## src/hw/usc_pkg.sv

```systemverilog
package usc_pkg;

  // Register byte offsets
  localparam logic [3:0] CTRL_OFS = 4'h0;
  localparam logic [3:0] STAT_OFS = 4'h4;
  localparam logic [3:0] DIV_OFS = 4'h8;

  // Serial control field positions
  localparam int TX_IRQ_EN_BIT = 7;
  localparam int RX_IRQ_EN_BIT = 6;
  localparam int TX_EN_BIT = 5;
  localparam int RX_EN_BIT = 4;
  localparam int CLK_SRC_BIT = 1;
  localparam int CLK_OUT_BIT = 0;

  // Control register reset value and writable bits
  localparam logic [7:0] CTRL_RST = 8'h00;
  localparam logic [7:0] CTRL_WMASK = 8'hF3;

  // Status flag positions
  localparam int NFLAG = 5;
  localparam int TX_EMPTY_BIT = 0;
  localparam int RX_FULL_BIT = 1;
  localparam int RX_READY_BIT = 2;
  localparam int RX_FAULT_BIT = 3;
  localparam int BREAK_BIT = 4;
  localparam int FRAME_FLT_BIT = 5;
  localparam int PARITY_FLT_BIT = 6;
  localparam logic [NFLAG-1:0] FLAG_RST = 5'h00;

  // Divider for the 16x serial clock
  localparam logic [7:0] DIV_RST = 8'h0F;

  // Bus answer for unmapped reads
  localparam logic [31:0] UNMAPPED_DATA = 32'h0000_0000;

endpackage : usc_pkg

```

## src/hw/usc_ctrl.sv

```systemverilog
// Behaviour
// - Transmit request follows empty flag when enabled
// - Receive interrupt enable raises data and fault requests
// - Receive interrupt enable low masks all receive requests
// - Receive requests drop on read-one-write-zero
// - Transmitter starts only once FIFO holds data
// - Receiver starts on detected start bit
// - Clearing receive enable keeps receive flags
// - Reserved bits read zero, written zero
// - Clock field selects source and pin direction
// - Output enable bit matters only internally
// - Driven pin clock runs at 16x bit rate
// - Transmit enable gates start, not empty-flag request
// - Control register always readable and writable
//
// Implementation choices: the Avalon-MM register port and the placing of the registers.
`timescale 1ns/100ps
`default_nettype none

module usc_ctrl (
  input wire logic i_core_clk,
  input wire logic i_rst,
  input wire logic i_ce,
  input wire logic [3:0] i_avs_address,
  input wire logic i_avs_read,
  input wire logic i_avs_write,
  input wire logic [31:0] i_avs_writedata,
  input wire logic [3:0] i_avs_byteenable,
  output logic [31:0] o_avs_readdata,
  output logic o_avs_waitrequest,
  input wire logic i_tx_below_trig,
  input wire logic i_tx_fifo_has_data,
  input wire logic i_rx_above_trig,
  input wire logic i_rx_ready_evt,
  input wire logic i_rx_err_evt,
  input wire logic i_break_evt,
  input wire logic i_framing_fault,
  input wire logic i_parity_fault,
  input wire logic i_rx_line,
  input wire logic i_sclk_in,
  output logic o_sclk_out,
  output logic o_sclk_oe,
  output logic o_tick16,
  output logic o_tx_go,
  output logic o_rx_start,
  output logic o_tx_en,
  output logic o_rx_en,
  output logic o_tx_fifo_irq,
  output logic o_rx_data_irq,
  output logic o_rx_fault_irq,
  output logic o_break_irq
);

  function automatic logic hit(input logic [3:0] addr, input logic [3:0] ofs);
    hit = (addr == ofs);
  endfunction : hit

  // Bus handshake: one wait cycle per access
  logic req;
  logic ack_r;
  logic ack_nxt;
  logic done;
  logic wr_lane0;
  logic ctrl_wr;
  logic stat_rd;
  logic stat_wr;
  logic div_wr;
  logic [31:0] rdata_r;
  logic [31:0] rdata_nxt;

  // Registers
  localparam int NFLAG_W = usc_pkg::NFLAG;
  logic [7:0] ctrl_r;
  logic [7:0] ctrl_nxt;
  logic [7:0] div_r;
  logic [7:0] div_nxt;
  logic [NFLAG_W-1:0] flag_r;
  logic [NFLAG_W-1:0] flag_nxt;
  logic [NFLAG_W-1:0] arm_r;
  logic [NFLAG_W-1:0] arm_nxt;
  logic [NFLAG_W-1:0] flag_set;

  // Pin synchronisers and line state
  logic rx_s1_r;
  logic rx_s2_r;
  logic rx_prev_r;
  logic ck_s1_r;
  logic ck_s2_r;
  logic ck_prev_r;

  // Registered outputs
  logic rx_start_r;
  logic rx_start_nxt;
  logic tx_go_r;
  logic tx_go_nxt;
  logic tick_r;
  logic tick_nxt;
  logic oe_r;
  logic oe_nxt;
  logic tx_irq_r;
  logic rxd_irq_r;
  logic rxf_irq_r;
  logic brk_irq_r;
  logic [3:0] irq_nxt;

  logic ext_clk;
  logic int_tick;
  logic int_clk;

  assign req = i_avs_read | i_avs_write;
  assign o_avs_waitrequest = req & ~ack_r;
  assign done = req & ack_r;
  assign wr_lane0 = done & i_avs_write & i_avs_byteenable[0];
  assign ctrl_wr = wr_lane0 & hit(i_avs_address, usc_pkg::CTRL_OFS);
  assign stat_wr = wr_lane0 & hit(i_avs_address, usc_pkg::STAT_OFS);
  assign div_wr = wr_lane0 & hit(i_avs_address, usc_pkg::DIV_OFS);
  assign stat_rd = done & i_avs_read & hit(i_avs_address, usc_pkg::STAT_OFS);

  // Bus answer and read data
  always_comb begin
    ack_nxt = req & ~ack_r;
    rdata_nxt = rdata_r;
    if (req && !ack_r && i_avs_read) begin
      if (hit(i_avs_address, usc_pkg::CTRL_OFS)) begin
        rdata_nxt = {24'h00_0000, ctrl_r};
      end else if (hit(i_avs_address, usc_pkg::STAT_OFS)) begin
        rdata_nxt = {25'h000_0000, i_parity_fault, i_framing_fault, flag_r};
      end else if (hit(i_avs_address, usc_pkg::DIV_OFS)) begin
        rdata_nxt = {24'h00_0000, div_r};
      end else begin
        rdata_nxt = usc_pkg::UNMAPPED_DATA;
      end
    end
  end

  always_ff @(posedge i_core_clk) begin
    if (i_rst) begin
      ack_r <= 1'b0;
      rdata_r <= 32'h0000_0000;
    end else if (i_ce) begin
      ack_r <= ack_nxt;
      rdata_r <= rdata_nxt;
    end
  end

  assign o_avs_readdata = rdata_r;

  // Control and divider registers; reserved bits are stored as zero
  always_comb begin
    ctrl_nxt = ctrl_r;
    div_nxt = div_r;
    if (ctrl_wr) begin
      ctrl_nxt = i_avs_writedata[7:0] & usc_pkg::CTRL_WMASK;
    end
    if (div_wr) begin
      div_nxt = i_avs_writedata[7:0];
    end
  end

  always_ff @(posedge i_core_clk) begin
    if (i_rst) begin
      ctrl_r <= usc_pkg::CTRL_RST;
      div_r <= usc_pkg::DIV_RST;
    end else if (i_ce) begin
      ctrl_r <= ctrl_nxt;
      div_r <= div_nxt;
    end
  end

  assign o_tx_en = ctrl_r[usc_pkg::TX_EN_BIT];
  assign o_rx_en = ctrl_r[usc_pkg::RX_EN_BIT];

  // Flag set sources; level sources keep their flag set while active
  assign flag_set[usc_pkg::TX_EMPTY_BIT] = i_tx_below_trig;
  assign flag_set[usc_pkg::RX_FULL_BIT] = i_rx_above_trig;
  assign flag_set[usc_pkg::RX_READY_BIT] = i_rx_ready_evt;
  assign flag_set[usc_pkg::RX_FAULT_BIT] = i_rx_err_evt;
  assign flag_set[usc_pkg::BREAK_BIT] = i_break_evt;

  // Each flag clears only by a zero write after being read as one; set wins
  genvar gi;
  generate
    for (gi = 0; gi < NFLAG_W; gi = gi + 1) begin : g_flag
      always_comb begin
        arm_nxt[gi] = arm_r[gi];
        flag_nxt[gi] = flag_r[gi];
        if (stat_wr && arm_r[gi] && !i_avs_writedata[gi]) begin
          flag_nxt[gi] = 1'b0;
        end
        if (stat_wr) begin
          arm_nxt[gi] = 1'b0;
        end
        if (stat_rd && flag_r[gi]) begin
          arm_nxt[gi] = 1'b1;
        end
        if (flag_set[gi]) begin
          flag_nxt[gi] = 1'b1;
        end
        if (!flag_nxt[gi]) begin
          arm_nxt[gi] = 1'b0;
        end
      end
    end
  endgenerate

  always_ff @(posedge i_core_clk) begin
    if (i_rst) begin
      flag_r <= usc_pkg::FLAG_RST;
      arm_r <= usc_pkg::FLAG_RST;
    end else if (i_ce) begin
      flag_r <= flag_nxt;
      arm_r <= arm_nxt;
    end
  end

  // Interrupt requests
  always_comb begin
    irq_nxt[0] = ctrl_r[usc_pkg::TX_IRQ_EN_BIT] & flag_r[usc_pkg::TX_EMPTY_BIT];
    irq_nxt[1] = ctrl_r[usc_pkg::RX_IRQ_EN_BIT]
                 & (flag_r[usc_pkg::RX_FULL_BIT] | flag_r[usc_pkg::RX_READY_BIT]);
    irq_nxt[2] = ctrl_r[usc_pkg::RX_IRQ_EN_BIT] & flag_r[usc_pkg::RX_FAULT_BIT];
    irq_nxt[3] = ctrl_r[usc_pkg::RX_IRQ_EN_BIT] & flag_r[usc_pkg::BREAK_BIT];
  end

  always_ff @(posedge i_core_clk) begin
    if (i_rst) begin
      tx_irq_r <= 1'b0;
      rxd_irq_r <= 1'b0;
      rxf_irq_r <= 1'b0;
      brk_irq_r <= 1'b0;
    end else if (i_ce) begin
      tx_irq_r <= irq_nxt[0];
      rxd_irq_r <= irq_nxt[1];
      rxf_irq_r <= irq_nxt[2];
      brk_irq_r <= irq_nxt[3];
    end
  end

  assign o_tx_fifo_irq = tx_irq_r;
  assign o_rx_data_irq = rxd_irq_r;
  assign o_rx_fault_irq = rxf_irq_r;
  assign o_break_irq = brk_irq_r;

  // Clock source selection
  assign ext_clk = ctrl_r[usc_pkg::CLK_SRC_BIT];

  usc_baud_gen u_baud (
    .i_core_clk(i_core_clk),
    .i_rst(i_rst),
    .i_ce(i_ce),
    .i_run(~ext_clk),
    .i_div(div_r),
    .o_tick(int_tick),
    .o_clk(int_clk)
  );

  assign o_sclk_out = int_clk;

  // Transmit start, receive start and 16x tick
  always_comb begin
    tx_go_nxt = ctrl_r[usc_pkg::TX_EN_BIT] & i_tx_fifo_has_data;
    rx_start_nxt = ctrl_r[usc_pkg::RX_EN_BIT] & rx_prev_r & ~rx_s2_r;
    oe_nxt = ~ext_clk & ~ctrl_r[usc_pkg::CLK_OUT_BIT];
    if (ext_clk) begin
      tick_nxt = ck_s2_r & ~ck_prev_r;
    end else begin
      tick_nxt = int_tick;
    end
  end

  always_ff @(posedge i_core_clk) begin
    if (i_rst) begin
      rx_s1_r <= 1'b1;
      rx_s2_r <= 1'b1;
      rx_prev_r <= 1'b1;
      ck_s1_r <= 1'b0;
      ck_s2_r <= 1'b0;
      ck_prev_r <= 1'b0;
      tx_go_r <= 1'b0;
      rx_start_r <= 1'b0;
      oe_r <= 1'b0;
      tick_r <= 1'b0;
    end else if (i_ce) begin
      rx_s1_r <= i_rx_line;
      rx_s2_r <= rx_s1_r;
      rx_prev_r <= rx_s2_r;
      ck_s1_r <= i_sclk_in;
      ck_s2_r <= ck_s1_r;
      ck_prev_r <= ck_s2_r;
      tx_go_r <= tx_go_nxt;
      rx_start_r <= rx_start_nxt;
      oe_r <= oe_nxt;
      tick_r <= tick_nxt;
    end
  end

  assign o_tx_go = tx_go_r;
  assign o_rx_start = rx_start_r;
  assign o_sclk_oe = oe_r;
  assign o_tick16 = tick_r;
endmodule : usc_ctrl

`default_nettype wire

```

## src/hw/usc_baud_gen.sv

```systemverilog
`timescale 1ns/100ps
`default_nettype none

module usc_baud_gen (
  input wire logic i_core_clk,
  input wire logic i_rst,
  input wire logic i_ce,
  input wire logic i_run,
  input wire logic [7:0] i_div,
  output logic o_tick,
  output logic o_clk
);

  logic [7:0] cnt_r;
  logic [7:0] cnt_nxt;
  logic tick_r;
  logic tick_nxt;
  logic clk_r;
  logic clk_nxt;

  // Period of i_div+1 cycles per 16x clock, high for the first half
  always_comb begin
    cnt_nxt = cnt_r;
    tick_nxt = 1'b0;
    clk_nxt = 1'b0;
    if (i_run) begin
      if (cnt_r >= i_div) begin
        cnt_nxt = 8'h00;
        tick_nxt = 1'b1;
      end else begin
        cnt_nxt = cnt_r + 8'h01;
      end
      clk_nxt = (cnt_nxt <= {1'b0, i_div[7:1]});
    end else begin
      cnt_nxt = 8'h00;
    end
  end

  always_ff @(posedge i_core_clk) begin
    if (i_rst) begin
      cnt_r <= 8'h00;
      tick_r <= 1'b0;
      clk_r <= 1'b0;
    end else if (i_ce) begin
      cnt_r <= cnt_nxt;
      tick_r <= tick_nxt;
      clk_r <= clk_nxt;
    end
  end

  assign o_tick = tick_r;
  assign o_clk = clk_r;

endmodule : usc_baud_gen

`default_nettype wire

```

## config.mk

```make
export PLATFORM = sky130hd
export DESIGN_NAME = usc_ctrl
export DESIGN_NICKNAME = d
export VERILOG_FILES = /design/src/hw/usc_pkg.sv /design/src/hw/usc_ctrl.sv /design/src/hw/usc_baud_gen.sv
export SDC_FILE = /design/constraint.sdc
export NUM_CORES = 1
export LEC_CHECK = 0
export BUFFER_PORTS_ARGS = -buffer_cell sky130_fd_sc_hd__buf_2
export CELL_PAD_IN_SITES_DETAIL_PLACEMENT = 1
export CELL_PAD_IN_SITES_GLOBAL_PLACEMENT = 2
export CORE_AREA = 2 2 101 103
export CTS_BUF_LIST = sky130_fd_sc_hd__clkbuf_4
export DETAILED_ROUTE_END_ITERATION = 10
export DIE_AREA = 0 0 103 105
export GPL_ROUTABILITY_DRIVEN = 0
export PLACE_DENSITY_LB_ADDON = 0.1
export SLEW_MARGIN = 20
export SYNTH_ARGS = -nofsm -noshare
export SYNTH_HDL_FRONTEND = slang
export SYNTH_SLANG_ARGS = --single-unit
export TNS_END_PERCENT = 1
```

## constraint.sdc

```tcl
create_clock -name i_core_clk -period 6.2 [get_ports i_core_clk]
set_clock_uncertainty 0.15 [all_clocks]
set_input_delay 0 -clock i_core_clk [delete_from_list [all_inputs] [get_ports i_core_clk]]
set_output_delay 0 -clock i_core_clk [all_outputs]
set_load 0.02 [all_outputs]
```

# ---- Yosys cells after proc, flatten, opt, wreduce, memory -nomap -nowiden
# Index checks and enable logic that the tools add are counted.
dict set report word_totals {
  word_cells 125
  ff_bits 81
  input_bits 55
  out_inout_bits 44
}
dict set report op_classes {
  reduce_logical 32
  n_addsub 1
  n_eq_ne 7
  n_mux 31
  n_bitwise 25
  magnitude_cmp 2
}
# cell count
set op_table {}
lappend op_table {{$mux W8} 6}
lappend op_table {{$mux W1} 25}
lappend op_table {{$and A1 B1 Y1} 18}
lappend op_table {{$logic_and A1 B1 Y1} 17}
lappend op_table {{$reduce_and A2 Y1} 8}
lappend op_table {{$ne A3 B2 Y1 const B} 5}
lappend op_table {{$add A8 B1 Y8 const B} 1}
lappend op_table {{$ge A8 B8 Y1} 1}
lappend op_table {{$le A8 B7 Y1} 1}
lappend op_table {{$logic_not A1 Y1} 6}
lappend op_table {{$not A1 Y1} 5}
lappend op_table {{$eq A4 B3 Y1 const B} 1}
lappend op_table {{$eq A4 B4 Y1 const B} 1}
lappend op_table {{$logic_not A4 Y1} 1}
lappend op_table {{$or A1 B1 Y1} 2}

# ---- Depth between registers and ports, before layout
# Gate-level depths: netlist of the first run.
dict set report depth {
  ltp_word 11
  ltp_mapped 12
  depth_no_buf 12
}

# ---- Hierarchy
# From an unflattened synthesis of the first run, not the netlist that was laid out.
dict set report hier_totals {
  hier_cells 387
  area_unflattened_um2 3256.9
}
# mod area_per_inst_um2 seq_area_each_um2 cells_each n_inst
set modules_own_cells {}
lappend modules_own_cells {usc_ctrl 2308.5 940.9 269 1}
lappend modules_own_cells {usc_baud_gen 948.4 200.2 118 1}

# ---- Worst setup path after synthesis of the first run
# OpenSTA, ideal clock, no wires.
dict set report synth_path {
  path_type {flip-flop to flip-flop}
  startpoint {register u_baud.cnt_r[2]}
  endpoint {register u_baud.clk_r (netlist: u_baud.o_clk)}
  arrival_ns 2.325
  period_less_slack_ns 2.550
  t_required_ns 5.976
  slack_ns 3.650
  setup_time_ns 0.074
  n_path_buf 0
  stages_incl_launch_ff 12
  path_cell_list {dfxtp_1 > ha_1 > or3_1 > a21oi_1 > o31ai_2 > nor2_1 > ha_1 > a21oi_1 > nor2b_1 > o21ai_0 > a31oi_1 > o21ai_0}
}
dict set report synth_via {
  elab_chain_len 5
  elab_cells_between_ends 6
  cone_classes {add/sub (1); order compare (2); mux (3)}
}
# element line
set synth_rtl {}
lappend synth_rtl {{start: declaration} usc_baud_gen.sv:14} ;# logic [7:0] cnt_r;
lappend synth_rtl {{start signal: assignment} usc_baud_gen.sv:45} ;# cnt_r <= cnt_nxt;
lappend synth_rtl {{$add A8 B1 Y8 or $ge A8 B8 Y1 (tied branches)} {usc_baud_gen.sv:31, usc_baud_gen.sv:27}}
lappend synth_rtl {{$mux W8 *} usc_baud_gen.sv:27} ;# if (cnt_r >= i_div) begin
lappend synth_rtl {{$mux W8 *} usc_baud_gen.sv:26} ;# if (i_run) begin
lappend synth_rtl {{$le A8 B7 Y1 *} usc_baud_gen.sv:33} ;# clk_nxt = (cnt_nxt <= {1'b0, i_div[7:1]});
lappend synth_rtl {{$mux W1 *} usc_baud_gen.sv:26}
lappend synth_rtl {{end signal: assignment} usc_baud_gen.sv:47} ;# clk_r <= clk_nxt;
lappend synth_rtl {{end: declaration} usc_baud_gen.sv:18} ;# logic clk_r;
# Every way passes the cells marked *; elsewhere a longest branch is shown, timed or not. The select of a mux whose other input is x is not followed.
# A chain may end at the register's enable or synchronous reset.

# ---- Final worst setup path of the first run
# Same ends and word-level chain as after synthesis.

==> results of run 1 <==
-- power breakdown --
part           internal [W]   total, W  switching, W
sequential         0.000374   0.000383    0.00000907
combinational     0.0000387  0.0000943     0.0000556
clock              0.000207   0.000362      0.000155
-- critical path, stage by stage (launching register included) --
cell,delay (ns)
dfxtp_1,0.50
ha_1,0.29
or3_1,0.35
a21oi_1,0.34
o31ai_2,0.25
nor2_1,0.17
ha_1,0.25
a21oi_1,0.16
nor2b_1,0.06
o21ai_0,0.17
a31oi_1,0.12
o21ai_0,0.17
-- cell families (layout without fill, tap and decap cells) --
| family | Yosys count | after routing | share of synthesized area, % |
|---|---|---|---|
| other | 1 | 24 | 0.1221 |
| AO/OA/AOI/OAI | 76 | 76 | 17.56 |
| XOR/XNOR | 5 | 5 | 1.427 |
| flip-flops | 57 | 57 | 37.16 |
| multiplexers | 21 | 21 | 6.846 |
| adder cells (fa/ha/maj) | 16 | 16 | 6.520 |
| AND/OR/NAND/NOR | 129 | 129 | 20.86 |
| buffers and inverters | 52 | 108 | 9.494 |
-- metal layers --
layer  routed length [um]  global-route usage, %  vias to the layer above
li1                     -                      -                     1359
met1                 4160                  23.68                     1286
met2                 3946                  26.30                       49
met3                  394                  2.207                        9
met4                  127                  5.921                        0
met5                    0                      0                        -
-- stage by stage --
stage / setup WS [ns] / hold slack (ns) / util, % / power [W] / std cells
floorplan: 3.650 / -0.02758 / - / 0.0004544 / 380
global placement: 3.132 / 0.05723 / 34.40 / 0.0004693 / 521
detailed placement: 3.157 / 0.06480 / 34.40 / 0.0004699 / 521
CTS: 3.095 / 0.02870 / 39.60 / 0.0008560 / 569
global route: 2.764 / 0.08625 / 39.63 / 0.0008802 / 569
finish: 3.141 / 0.05084 / 39.63 / 0.0008392 / 569
-- layout make-up --
| cell class | count | area, um2 |
|---|---|---|
| clock buffers | 10 | 75.07 |
| repair buffers | 79 | 555.5 |
| inverters | 13 | 48.80 |
| flip-flops and latches | 57 | 1141 |
| fillers | 1187 | 5819 |
| multi-input cells | 271 | 1727 |
| clock inverters | 6 | 106.4 |
| well taps | 133 | 166.4 |
-- cells in the final DEF (no fill, tap or decap), types with 2 or more instances in the layout --
cell           count
nand4_1            2
nand2b_1          14
o2111ai_1          5
buf_2             47
a21o_1             3
a21oi_1           17
bufinv_16          3
nand2_1           29
conb_1            24
and3_1             6
xor2_1             2
nor2_1            40
a22oi_1            7
nand3_1           15
clkbuf_4          10
xnor2_1            3
dfxtp_1           57
nor2b_1            6
nand4b_1           2
o311ai_0           5
ha_1              16
o21ai_0           18
a211o_1            8
inv_1             13
nor3_1             3
o22ai_1            2
nor3b_1            2
mux2i_1           21
a22o_1             3
dlygate4sd3_1     32
-- timing repair --
action / CTS / global route
hold endpoints to repair: 36 / 0
gates resized for setup: 0 / 0
hold buffers: 32 / 0
setup endpoints to repair: 0 / 0
buffers inserted: 0 / 0
-- worst max path at each step --
stage	start	end	slack, ns	depth (start not counted)
5_1_grt	u_baud.cnt_r[0]	u_baud.o_clk	2.76	12
3_3_place_gp	u_baud.cnt_r[0]	u_baud.o_clk	3.13	12
2_1_floorplan	u_baud.cnt_r[2]	u_baud.o_clk	3.65	11
4_1_cts	u_baud.cnt_r[0]	u_baud.o_clk	3.10	12
6_report	u_baud.cnt_r[2]	u_baud.o_clk	3.14	11
3_5_place_dp	u_baud.cnt_r[0]	u_baud.o_clk	3.16	12
-- flip-flops by register name (all words and copies together), names as in the netlist, 5 cells and up --
signal	count
arm_r	5
u_baud.cnt_r	8
ctrl_r	6
flag_r	5
o_avs_readdata	8
div_r	8
==> key figures, run 1 <==
Status
  – Status: finished clean

GRT
  – Initial antenna violation count: 0
  – Overflow after GRT: 0
  – Vias in the first global route: 2,665
  – Total track usage: 16.88%
  – First-pass GRT wire length: 14.04 mm
  – Largest net degree at the start of global routing: 48

Routing
  – Number of DRC markers after the initial detailed-route iteration: 42
  – Drt first pass iters: 4
  – Drt total wl: 8.628 mm
  – Routed Antenna Nets: 0
  – Vias per inst: 4.750
  – Average wire per standard cell: 15.16 um
  – Via count: 2,703
  – DRC viols: 0

Cells and area
  – Ant diodes: 0
  – Share of post-route cells with drive strength above 1: 16.06%
  – Final instance area: 0.003820 mm2
  – Syn-to-layout area delta: 24.41%
  – # nets final: 502

Floorplan
  – Die area: 0.01082 mm2
  – Core Area: 0.009639 mm2
  – Die Y: 105 um
  – Starting Density: 31.85%
  – FP Rows: 36
  – Boundary Pins: 99
  – Die Span X: 103 um

Setup path
  – Worst r2r path cells: 11
  – Flop2flop setup slack: 3.14 ns
  – CP Data Required Time: 6.38 ns
  – Worst reg2reg path endpoint: u_baud.o_clk
  – R2r startpoint: u_baud.cnt_r[2]
  – WP data arrival: 3.24 ns
  – Crit-path max FO: 9
  – Critical Path End Type: flip-flop
  – CP startpoint kind: flip-flop
  – Critical path class: flip-flop to flip-flop

Timing
  – Slew HR: 37.58%
  – Setup Viol. Count Final: 0
  – Setup TNS: 0 ns
  – Hold Fails Final Rpt: 0
  – Minimum clock period: 3.059 ns
  – Fmax: 326.9 MHz
  – Slew Viols, Final: 0
  – Least-Margin Pin Slew: 0.9363 ns
  – RSZ-0062 raised after global routing: false
  – Final period utilization: 49.34%

Logic synthesis
  – Synth Flop Type: dfxtp_1
  – Area leader, netlist: dfxtp_1
  – Synth unique cells: 47
  – Commonest cells post-synth: dfxtp_1 (57), nor2_1 (41), nand2_1 (29)
  – Synth top area cells: dfxtp_1 (37%), mux2i_1 (6.8%), ha_1 (6.5%)
  – Seq/Total Area, Yosys: 37.16%
  – Number of flops mapped to enable cells by yosys: 0
  – Yosys reg bits: 57
  – Avg Cell Area, Syn: 8.601 um2
  – Most common cell in the netlist: dfxtp_1
  – Ys Warns: 0
  – Syn Inst Count: 357
  – Synth top area share: 37.16%
  – FFs w/ async S/R, synth: 0%
  – Mapped cell area: 0.003070 mm2

CTS
  – Clk slew on worst S/H paths: 0.11 ns
  – Root buffer cell: clkbuf_4
  – CTS tree: yes
  – Max Root-Sink Buffers: 2
  – Num Clock Sinks: 57
  – H-tree depth: 3
  – CTS buffer count: 9
  – Worst-Skew Late Latency: 0.41 ns

Worst hold path
  – Hold depth: 3
  – Hold Path Origin: i_ce
  – Worst Hold End: o_tx_go
  – Worst hold-check path type: input pin to flip-flop

Power
  – Max VDD drop: 0.09421 mV
  – PwrDens: 219.7 mW/mm2
  – Leakage: 1.759 nW

Placement
  – PortBufs: 47
  – Placed cell areas: 0.003316 mm2
  – DPL Wire Length: 6.109 mm

Flow run
  – Max-cap violations: 0
No activity file was read; power rests on OpenSTA's default activity.
==> run 2: changes to the inputs <==
--- a/config.mk
+++ b/config.mk
@@ -8,10 +8,10 @@
 export BUFFER_PORTS_ARGS = -buffer_cell sky130_fd_sc_hd__buf_2
 export CELL_PAD_IN_SITES_DETAIL_PLACEMENT = 1
 export CELL_PAD_IN_SITES_GLOBAL_PLACEMENT = 2
-export CORE_AREA = 2 2 101 103
+export CORE_AREA = 2 2 110 112
 export CTS_BUF_LIST = sky130_fd_sc_hd__clkbuf_4
 export DETAILED_ROUTE_END_ITERATION = 10
-export DIE_AREA = 0 0 103 105
+export DIE_AREA = 0 0 112 114
 export GPL_ROUTABILITY_DRIVEN = 0
 export PLACE_DENSITY_LB_ADDON = 0.1
 export SLEW_MARGIN = 20
==> constraint.sdc (replaced) <==
create_clock -name i_core_clk -period 2.7 [get_ports i_core_clk]
set_clock_uncertainty 0.15 [all_clocks]
set_input_delay 0 -clock i_core_clk [delete_from_list [all_inputs] [get_ports i_core_clk]]
set_output_delay 0 -clock i_core_clk [all_outputs]
set_load 0.02 [all_outputs]
==> run 2 against run 1 <==
Against the previous run:
- cell count is 9.1% higher
- register-to-register slack lost 3.0 ns
- hold slack improved by 0.056 ns
- cell area increased by 9.3%
- critical path type unchanged
- largest cell class unchanged
- highest routed layer unchanged
==> key figures, run 2 (same netlist as run 1, synthesis figures left out) <==
CTS
  – Max Root-Sink Buffers: 2 (unchanged)
  – Clk slew on worst S/H paths: 0.10 ns (about the same)
  – CTS tree: yes
  – Worst-Skew Late Latency: 0.42 ns (about the same)
  – Num Clock Sinks: 57 (unchanged)
  – Root buffer cell: clkbuf_4
  – CTS buffer count: 9 (unchanged)
  – H-tree depth: 3 (unchanged)

Cells and area
  – Syn-to-layout area delta: 36.02%
  – # nets final: 540 (+7.6%)
  – Final instance area: 0.004177 mm2 (+9.3%)
  – Commonest non-fill, non-tap cells in the layout: dfxtp_1 (51), buf_2 (47), nor2_1 (40), dlygate4sd3_1 (40)
  – Ant diodes: 0 (unchanged)
  – Layout fillers: 1,445 (+22%)
  – Most common cell after layout, fill and taps aside: dfxtp_1
  – Share of post-route cells with drive strength above 1: 24.89% (+8.8 points)

Power
  – Leakage: 1.922 nW (+9.2%)
  – Gate power share: 15.1% (+3.9 points)
  – P_int: 0.001181 W (+91%)
  – PwrDens: 402.1 mW/mm2 (+83%)
  – Max VDD drop: 0.1752 mV (+86%)
  – NetSw: 0.0004988 W (+130%)
  – Flop pwr share: 52.2% (+6.6 points)
  – Sw Share: 29.70% (+3.5 points)
  – Total power: 0.001679 W (+100%)
  – Clock network power share: 32.7% (-10 points)

Floorplan
  – Core Area: 0.01171 mm2 (+21%)
  – Die Y: 114 um (+8.6%)
  – Starting Density: 26.22% (-5.6 points)
  – FP Rows: 40 (+11%)
  – Die Span X: 112 um (+8.7%)
  – Die area: 0.01277 mm2 (+18%)
  – Boundary Pins: 99 (unchanged)

Timing
  – Fmax: 392.7 MHz (+20%)
  – Final period utilization: 94.32% (+45 points)
  – Setup Viol. Count Final: 0 (unchanged)
  – Slack of the critical path: 0.1535 ns (-2.988 ns)
  – Least-Margin Pin Slew: 0.8385 ns (-0.09774 ns)
  – Slew Viols, Final: 0 (unchanged)
  – Min Hold Slack: 0.1071 ns (+0.05630 ns)
  – RSZ-0062 raised after global routing: true
  – Setup TNS: 0 ns (unchanged)
  – Minimum clock period: 2.547 ns (-0.5125 ns)
  – Hold Fails Final Rpt: 0 (unchanged)
  – Slew HR: 43.67% (+6.1 points)

Routing
  – Vias per inst: 4.681 (-1.5%)
  – Drt total wl: 9.835 mm (+14%)
  – Routed Antenna Nets: 0 (unchanged)
  – Average wire per standard cell: 15.84 um (+4.4%)
  – Number of DRC markers after the initial detailed-route iteration: 107 (+150%)
  – Drt first pass iters: 4 (unchanged)
  – DRC viols: 0 (unchanged)
  – Via count: 2,907 (+7.5%)

Placement
  – PortBufs: 47 (unchanged)
  – Placed cell areas: 0.003521 mm2 (+6.2%)
  – DPL Wire Length: 7.030 mm (+15%)
  – Place WS: -0.02426 ns (-3.181 ns)

Setup path
  – Most frequent CP cell: ha_4
  – CP startpoint kind: flip-flop
  – Crit-path max FO: 7 (-2)
  – Critical-path top delay cell: or4_4
  – Worst r2r path cells: 12 (+1)
  – Slowest cell delay on critical path: 0.54 ns (+0.04 ns)
  – Critical Path End Type: flip-flop
  – Crit path from: div_r[2]
  – WP data arrival: 2.71 ns (-0.53 ns)
  – Chain of cells forming the critical path: inv_2 -> ha_4 -> or4_4 -> a21oi_4 -> o31ai_4 -> buf_4 -> nand2b_4 -> ha_4 -> nand3_1 -> o22ai_1 -> a31oi_1 -> o21ai_1
  – Worst setup path end: u_baud.o_clk
  – CP Data Required Time: 2.86 ns (-3.52 ns)
  – Worst reg2reg path endpoint: u_baud.o_clk
  – Critical path class: flip-flop to flip-flop
  – Flop2flop setup slack: 0.15 ns (-2.99 ns)
  – R2r startpoint: div_r[2]

GRT
  – Initial antenna violation count: 0 (unchanged)
  – Vias in the first global route: 3,020 (+13%)
  – Largest net degree at the start of global routing: 29 (-40%)
  – First-pass GRT wire length: 15.59 mm (+11%)
  – Total track usage: 15.77% (-1.1 points)
  – Overflow after GRT: 0 (unchanged)

Flow run
  – Max-cap violations: 0 (unchanged)

Worst hold path
  – Worst hold-check path type: input pin to flip-flop
  – Hold Path Origin: i_avs_address[2]

Status
  – Status: finished clean
[run 2: cell count changes in the layout (fill, tap and decap cells not counted), moves of 4 or more]
cell | previous run | this run
buf_4 | 0 | 29
ha_4 | 0 | 4
dlygate4sd3_1 | 32 | 40
dfxtp_1 | 57 | 51
ha_1 | 16 | 11
dfxtp_2 | 0 | 6
[run 2: layout make-up]
class                   instances  area (um2)  area share (%)
multi-input cells             271        1821           43.59
flip-flops and latches         57        1149           27.50
repair buffers                117       864.6           20.70
well taps                     147       183.9           4.404
clock buffers                  12       90.09           2.157
inverters                      13       48.80           1.168
clock inverters                 4       20.02          0.4793
[run 2: what timing repair did]
item | in CTS | in global routing
pin swaps | 1 | 13
setup buffers | 2 | 3
hold buffers | 40 | 0
hold endpoints to repair | 45 | 0
endpoints found under the setup margin | 1 | 1
resized for setup | 4 | 23
[run 2: power by group through the flow]
stage                     registers (W)  clock network (W)  logic [W]
after floorplan                0.000895                  0   0.000148
after global placement         0.000895                  0   0.000200
after detailed placement       0.000895                  0   0.000203
after CTS                      0.000876           0.000594   0.000246
after global routing           0.000880           0.000618   0.000278
final                          0.000877           0.000549   0.000253
[run 2: stage by stage]
stage               cells  utilization, %
finish                621           35.66
global route          621           35.66
CTS                   618           34.67
detailed placement    560           30.06
global placement      560           30.06
floorplan             380               -
[run 2: worst min-delay path by stage]
stage	to	slack, ns	depth (start not counted)
floorplan	rx_s1_r	-0.03	1
global placement	rx_s1_r	0.06	2
detailed placement	rx_s1_r	0.07	2
CTS	o_avs_readdata[5]	0.08	5
global route	rx_s1_r	0.17	3
finish	o_avs_readdata[5]	0.11	5
[run 2: critical path: cells and delay by family, from the launching register on]
kind,cells,cell delay (ns)
flip-flops,1,0.35
AND/OR/NAND/NOR,3,0.74
AO/OA/AOI/OAI,5,0.60
adder cells (fa/ha/maj),2,0.38
buffers and inverters,2,0.22
[run 2: metal layers]
layer	track usage, %	vias to the layer above	routed length [um]
met5	0	-	0
li1	-	1434	-
met4	4.309	0	99
met3	4.145	8	358
met1	19.28	1418	4618
met2	27.60	47	4758
==> run 3: changes to the inputs <==
--- a/config.mk
+++ b/config.mk
@@ -8,10 +8,10 @@
 export BUFFER_PORTS_ARGS = -buffer_cell sky130_fd_sc_hd__buf_2
 export CELL_PAD_IN_SITES_DETAIL_PLACEMENT = 1
 export CELL_PAD_IN_SITES_GLOBAL_PLACEMENT = 2
-export CORE_AREA = 2 2 110 112
-export CTS_BUF_LIST = sky130_fd_sc_hd__clkbuf_4
+export CORE_AREA = 2 2 112 114
+export CTS_BUF_LIST = sky130_fd_sc_hd__clkbuf_16
 export DETAILED_ROUTE_END_ITERATION = 10
-export DIE_AREA = 0 0 112 114
+export DIE_AREA = 0 0 114 116
 export GPL_ROUTABILITY_DRIVEN = 0
 export PLACE_DENSITY_LB_ADDON = 0.1
 export SLEW_MARGIN = 20
==> run 3 against run 2 <==
Against the previous run:
- clock-buffer cell count shrank 3
- cell count decreased by 2.3%
- sequential power hardly changed
- maximum frequency decreased by 0.19%
- sequential share of layout area decreased by 0.59 points
- flip-flop and latch count unchanged
- hold slack got worse by 0.094 ns
- highest routed layer unchanged
==> key figures, run 3 (same netlist as run 1, synthesis figures left out) <==
Floorplan
  – Core Area: 0.01191 mm2 (+1.7%)
  – Die Span X: 114 um (+1.8%)
  – Die Y: 116 um (+1.8%)
  – Starting Density: 25.78% (-0.44 points)
  – Boundary Pins: 99 (unchanged)
  – Die area: 0.01322 mm2 (+3.6%)
  – FP Rows: 40 (unchanged)

Power
  – Leakage: 1.939 nW (+0.91%)
  – Clock network power share: 49.8% (+17 points)
  – Max VDD drop: 0.2680 mV (+53%)
  – NetSw: 0.0005672 W (+14%)
  – PwrDens: 523.2 mW/mm2 (+30%)
  – P_int: 0.001664 W (+41%)
  – Sw Share: 25.42% (-4.3 points)
  – Flop pwr share: 39.4% (-13 points)
  – Total power: 0.002231 W (+33%)
  – Gate power share: 10.8% (-4.3 points)

CTS
  – Root buffer cell: clkbuf_16
  – Num Clock Sinks: 57 (unchanged)
  – CTS tree: yes
  – H-tree depth: 3 (unchanged)
  – Worst-Skew Late Latency: 0.33 ns (-0.09 ns)
  – CTS buffer count: 9 (unchanged)
  – Clk slew on worst S/H paths: 0.05 ns (-0.05 ns)
  – Max Root-Sink Buffers: 2 (unchanged)

Routing
  – Drt total wl: 9.571 mm (-2.7%)
  – Routed Antenna Nets: 0 (unchanged)
  – Average wire per standard cell: 15.77 um (-0.44%)
  – Vias per inst: 4.641 (-0.86%)
  – DRC viols: 0 (unchanged)
  – Number of DRC markers after the initial detailed-route iteration: 75 (-30%)
  – Drt first pass iters: 4 (unchanged)
  – Via count: 2,817 (-3.1%)

Timing
  – Setup Viol. Count Final: 0 (unchanged)
  – Least-Margin Pin Slew: 0.8350 ns (-0.003553 ns)
  – Final period utilization: 94.50% (+0.18 points)
  – Slack of the critical path: 0.1486 ns (-0.004882 ns)
  – Fmax: 391.9 MHz (-0.19%)
  – Hold Fails Final Rpt: 0 (unchanged)
  – Minimum clock period: 2.551 ns (+0.004882 ns)
  – Slew HR: 43.91% (+0.24 points)
  – Setup TNS: 0 ns (unchanged)
  – Slew Viols, Final: 0 (unchanged)

Setup path
  – Crit-path max FO: 7 (unchanged)
  – CP Data Required Time: 2.77 ns (-0.09 ns)
  – CP startpoint kind: flip-flop
  – Critical path class: flip-flop to flip-flop
  – WP data arrival: 2.62 ns (-0.09 ns)
  – Critical-path top delay cell: or3_4
  – Chain of cells forming the critical path: inv_2 -> ha_1 -> or3_4 -> a21oi_4 -> o31ai_4 -> buf_4 -> nand2b_4 -> ha_4 -> nor2b_2 -> o21bai_4 -> a31oi_2 -> o21ai_1
  – Critical Path End Type: flip-flop
  – Slowest cell delay on critical path: 0.40 ns (-0.14 ns)

Placement
  – Place WS: 0.02257 ns (+0.04683 ns)
  – DPL Wire Length: 7.008 mm (-0.32%)
  – PortBufs: 47 (unchanged)

Cells and area
  – Most common cell after layout, fill and taps aside: dfxtp_1
  – Commonest non-fill, non-tap cells in the layout: dfxtp_1 (52), buf_2 (47), nor2_1 (38), nand2_1 (29), dlygate4sd3_1 (29)
  – Share of post-route cells with drive strength above 1: 26.52% (+1.6 points)
  – Syn-to-layout area delta: 38.88%
  – # nets final: 526 (-2.6%)
  – Ant diodes: 0 (unchanged)

GRT
  – Largest net degree at the start of global routing: 31 (+6.9%)
  – Total track usage: 15.13% (-0.65 points)
  – First-pass GRT wire length: 14.86 mm (-4.7%)
  – Vias in the first global route: 2,738 (-9.3%)
  – Initial antenna violation count: 0 (unchanged)
  – Overflow after GRT: 0 (unchanged)

Flow run
  – Max-cap violations: 0 (unchanged)

Status
  – Status: finished clean

Worst hold path
  – Worst hold-check path type: input pin to flip-flop
[run 3: changes by cell type in the layout (fill, tap and decap cells not counted), moves of 3 or more]
| cell | previous run | this run |
|---|---|---|
| dlygate4sd3_1 | 40 | 29 |
| clkbuf_4 | 12 | 0 |
| inv_1 | 10 | 13 |
| clkbuf_16 | 0 | 9 |
| nor2_2 | 0 | 3 |
[run 3: what timing repair did]
action / in CTS / in global routing
hold buffers: 29 / 0
endpoints found under the hold margin: 29 / 0
resized for setup: 3 / 30
setup buffers: 0 / 2
gates cloned: 0 / 0
endpoints found under the setup margin: 1 / 1
pin swaps: 0 / 17
[run 3: worst paths after layout]
path                    start                 to  slack (ns)  cells after the start
max                  div_r[2]       u_baud.o_clk        0.15                     12
min reg2reg      u_baud.o_clk       u_baud.o_clk        0.30                      2
min          i_avs_address[0]  o_avs_readdata[0]        0.01                      4
max reg2reg          div_r[2]       u_baud.o_clk        0.15                     12
[run 3: stage by stage]
stage          area, um2  util, %  hold slack (ns)  cells
2_1_floorplan       3157        -         -0.02758    380
3_3_place_gp        3521    29.56          0.06361    560
3_5_place_dp        3523    29.58          0.06747    560
4_1_cts             4115    34.55         0.008671    605
5_1_grt             4264    35.80          0.05589    607
6_report            4264    35.80          0.01336    607
[run 3: power groups by stage]
stage | clock [W] | sequential, W | combinational (W)
floorplan | 0 | 0.000895 | 0.000148
global placement | 0 | 0.000896 | 0.000196
detailed placement | 0 | 0.000896 | 0.000199
CTS | 0.00115 | 0.000878 | 0.000230
global route | 0.00121 | 0.000880 | 0.000267
finish | 0.00111 | 0.000878 | 0.000241
[run 3: per-layer routing]
layer / vias up / track usage, % / part of all wire (%)
li1: 1413 / - / -
met5: - / 0 / 0
met4: 0 / 6.585 / 1.8
met2: 43 / 24.44 / 48
met3: 13 / 2.877 / 2.7
met1: 1348 / 19.76 / 48
[run 3: layout make-up]
class                      count  area (um2)
tap                          147       183.9
sequential                    57        1147
timing repair buffer         103       728.2
clock buffer                   9       225.2
multi-input combinational    271        1867
clock inverter                 7       63.81
fill                        1424        7647
inverter                      13       48.80
[run 3: critical path, delay by kind of cell (launching register included)]
| kind | cells | cell delay [ns] |
|---|---|---|
| simple gates | 3 | 0.69 |
| buf+inv | 2 | 0.20 |
| fa+ha+maj | 2 | 0.41 |
| flops | 1 | 0.33 |
| compound gates | 5 | 0.66 |
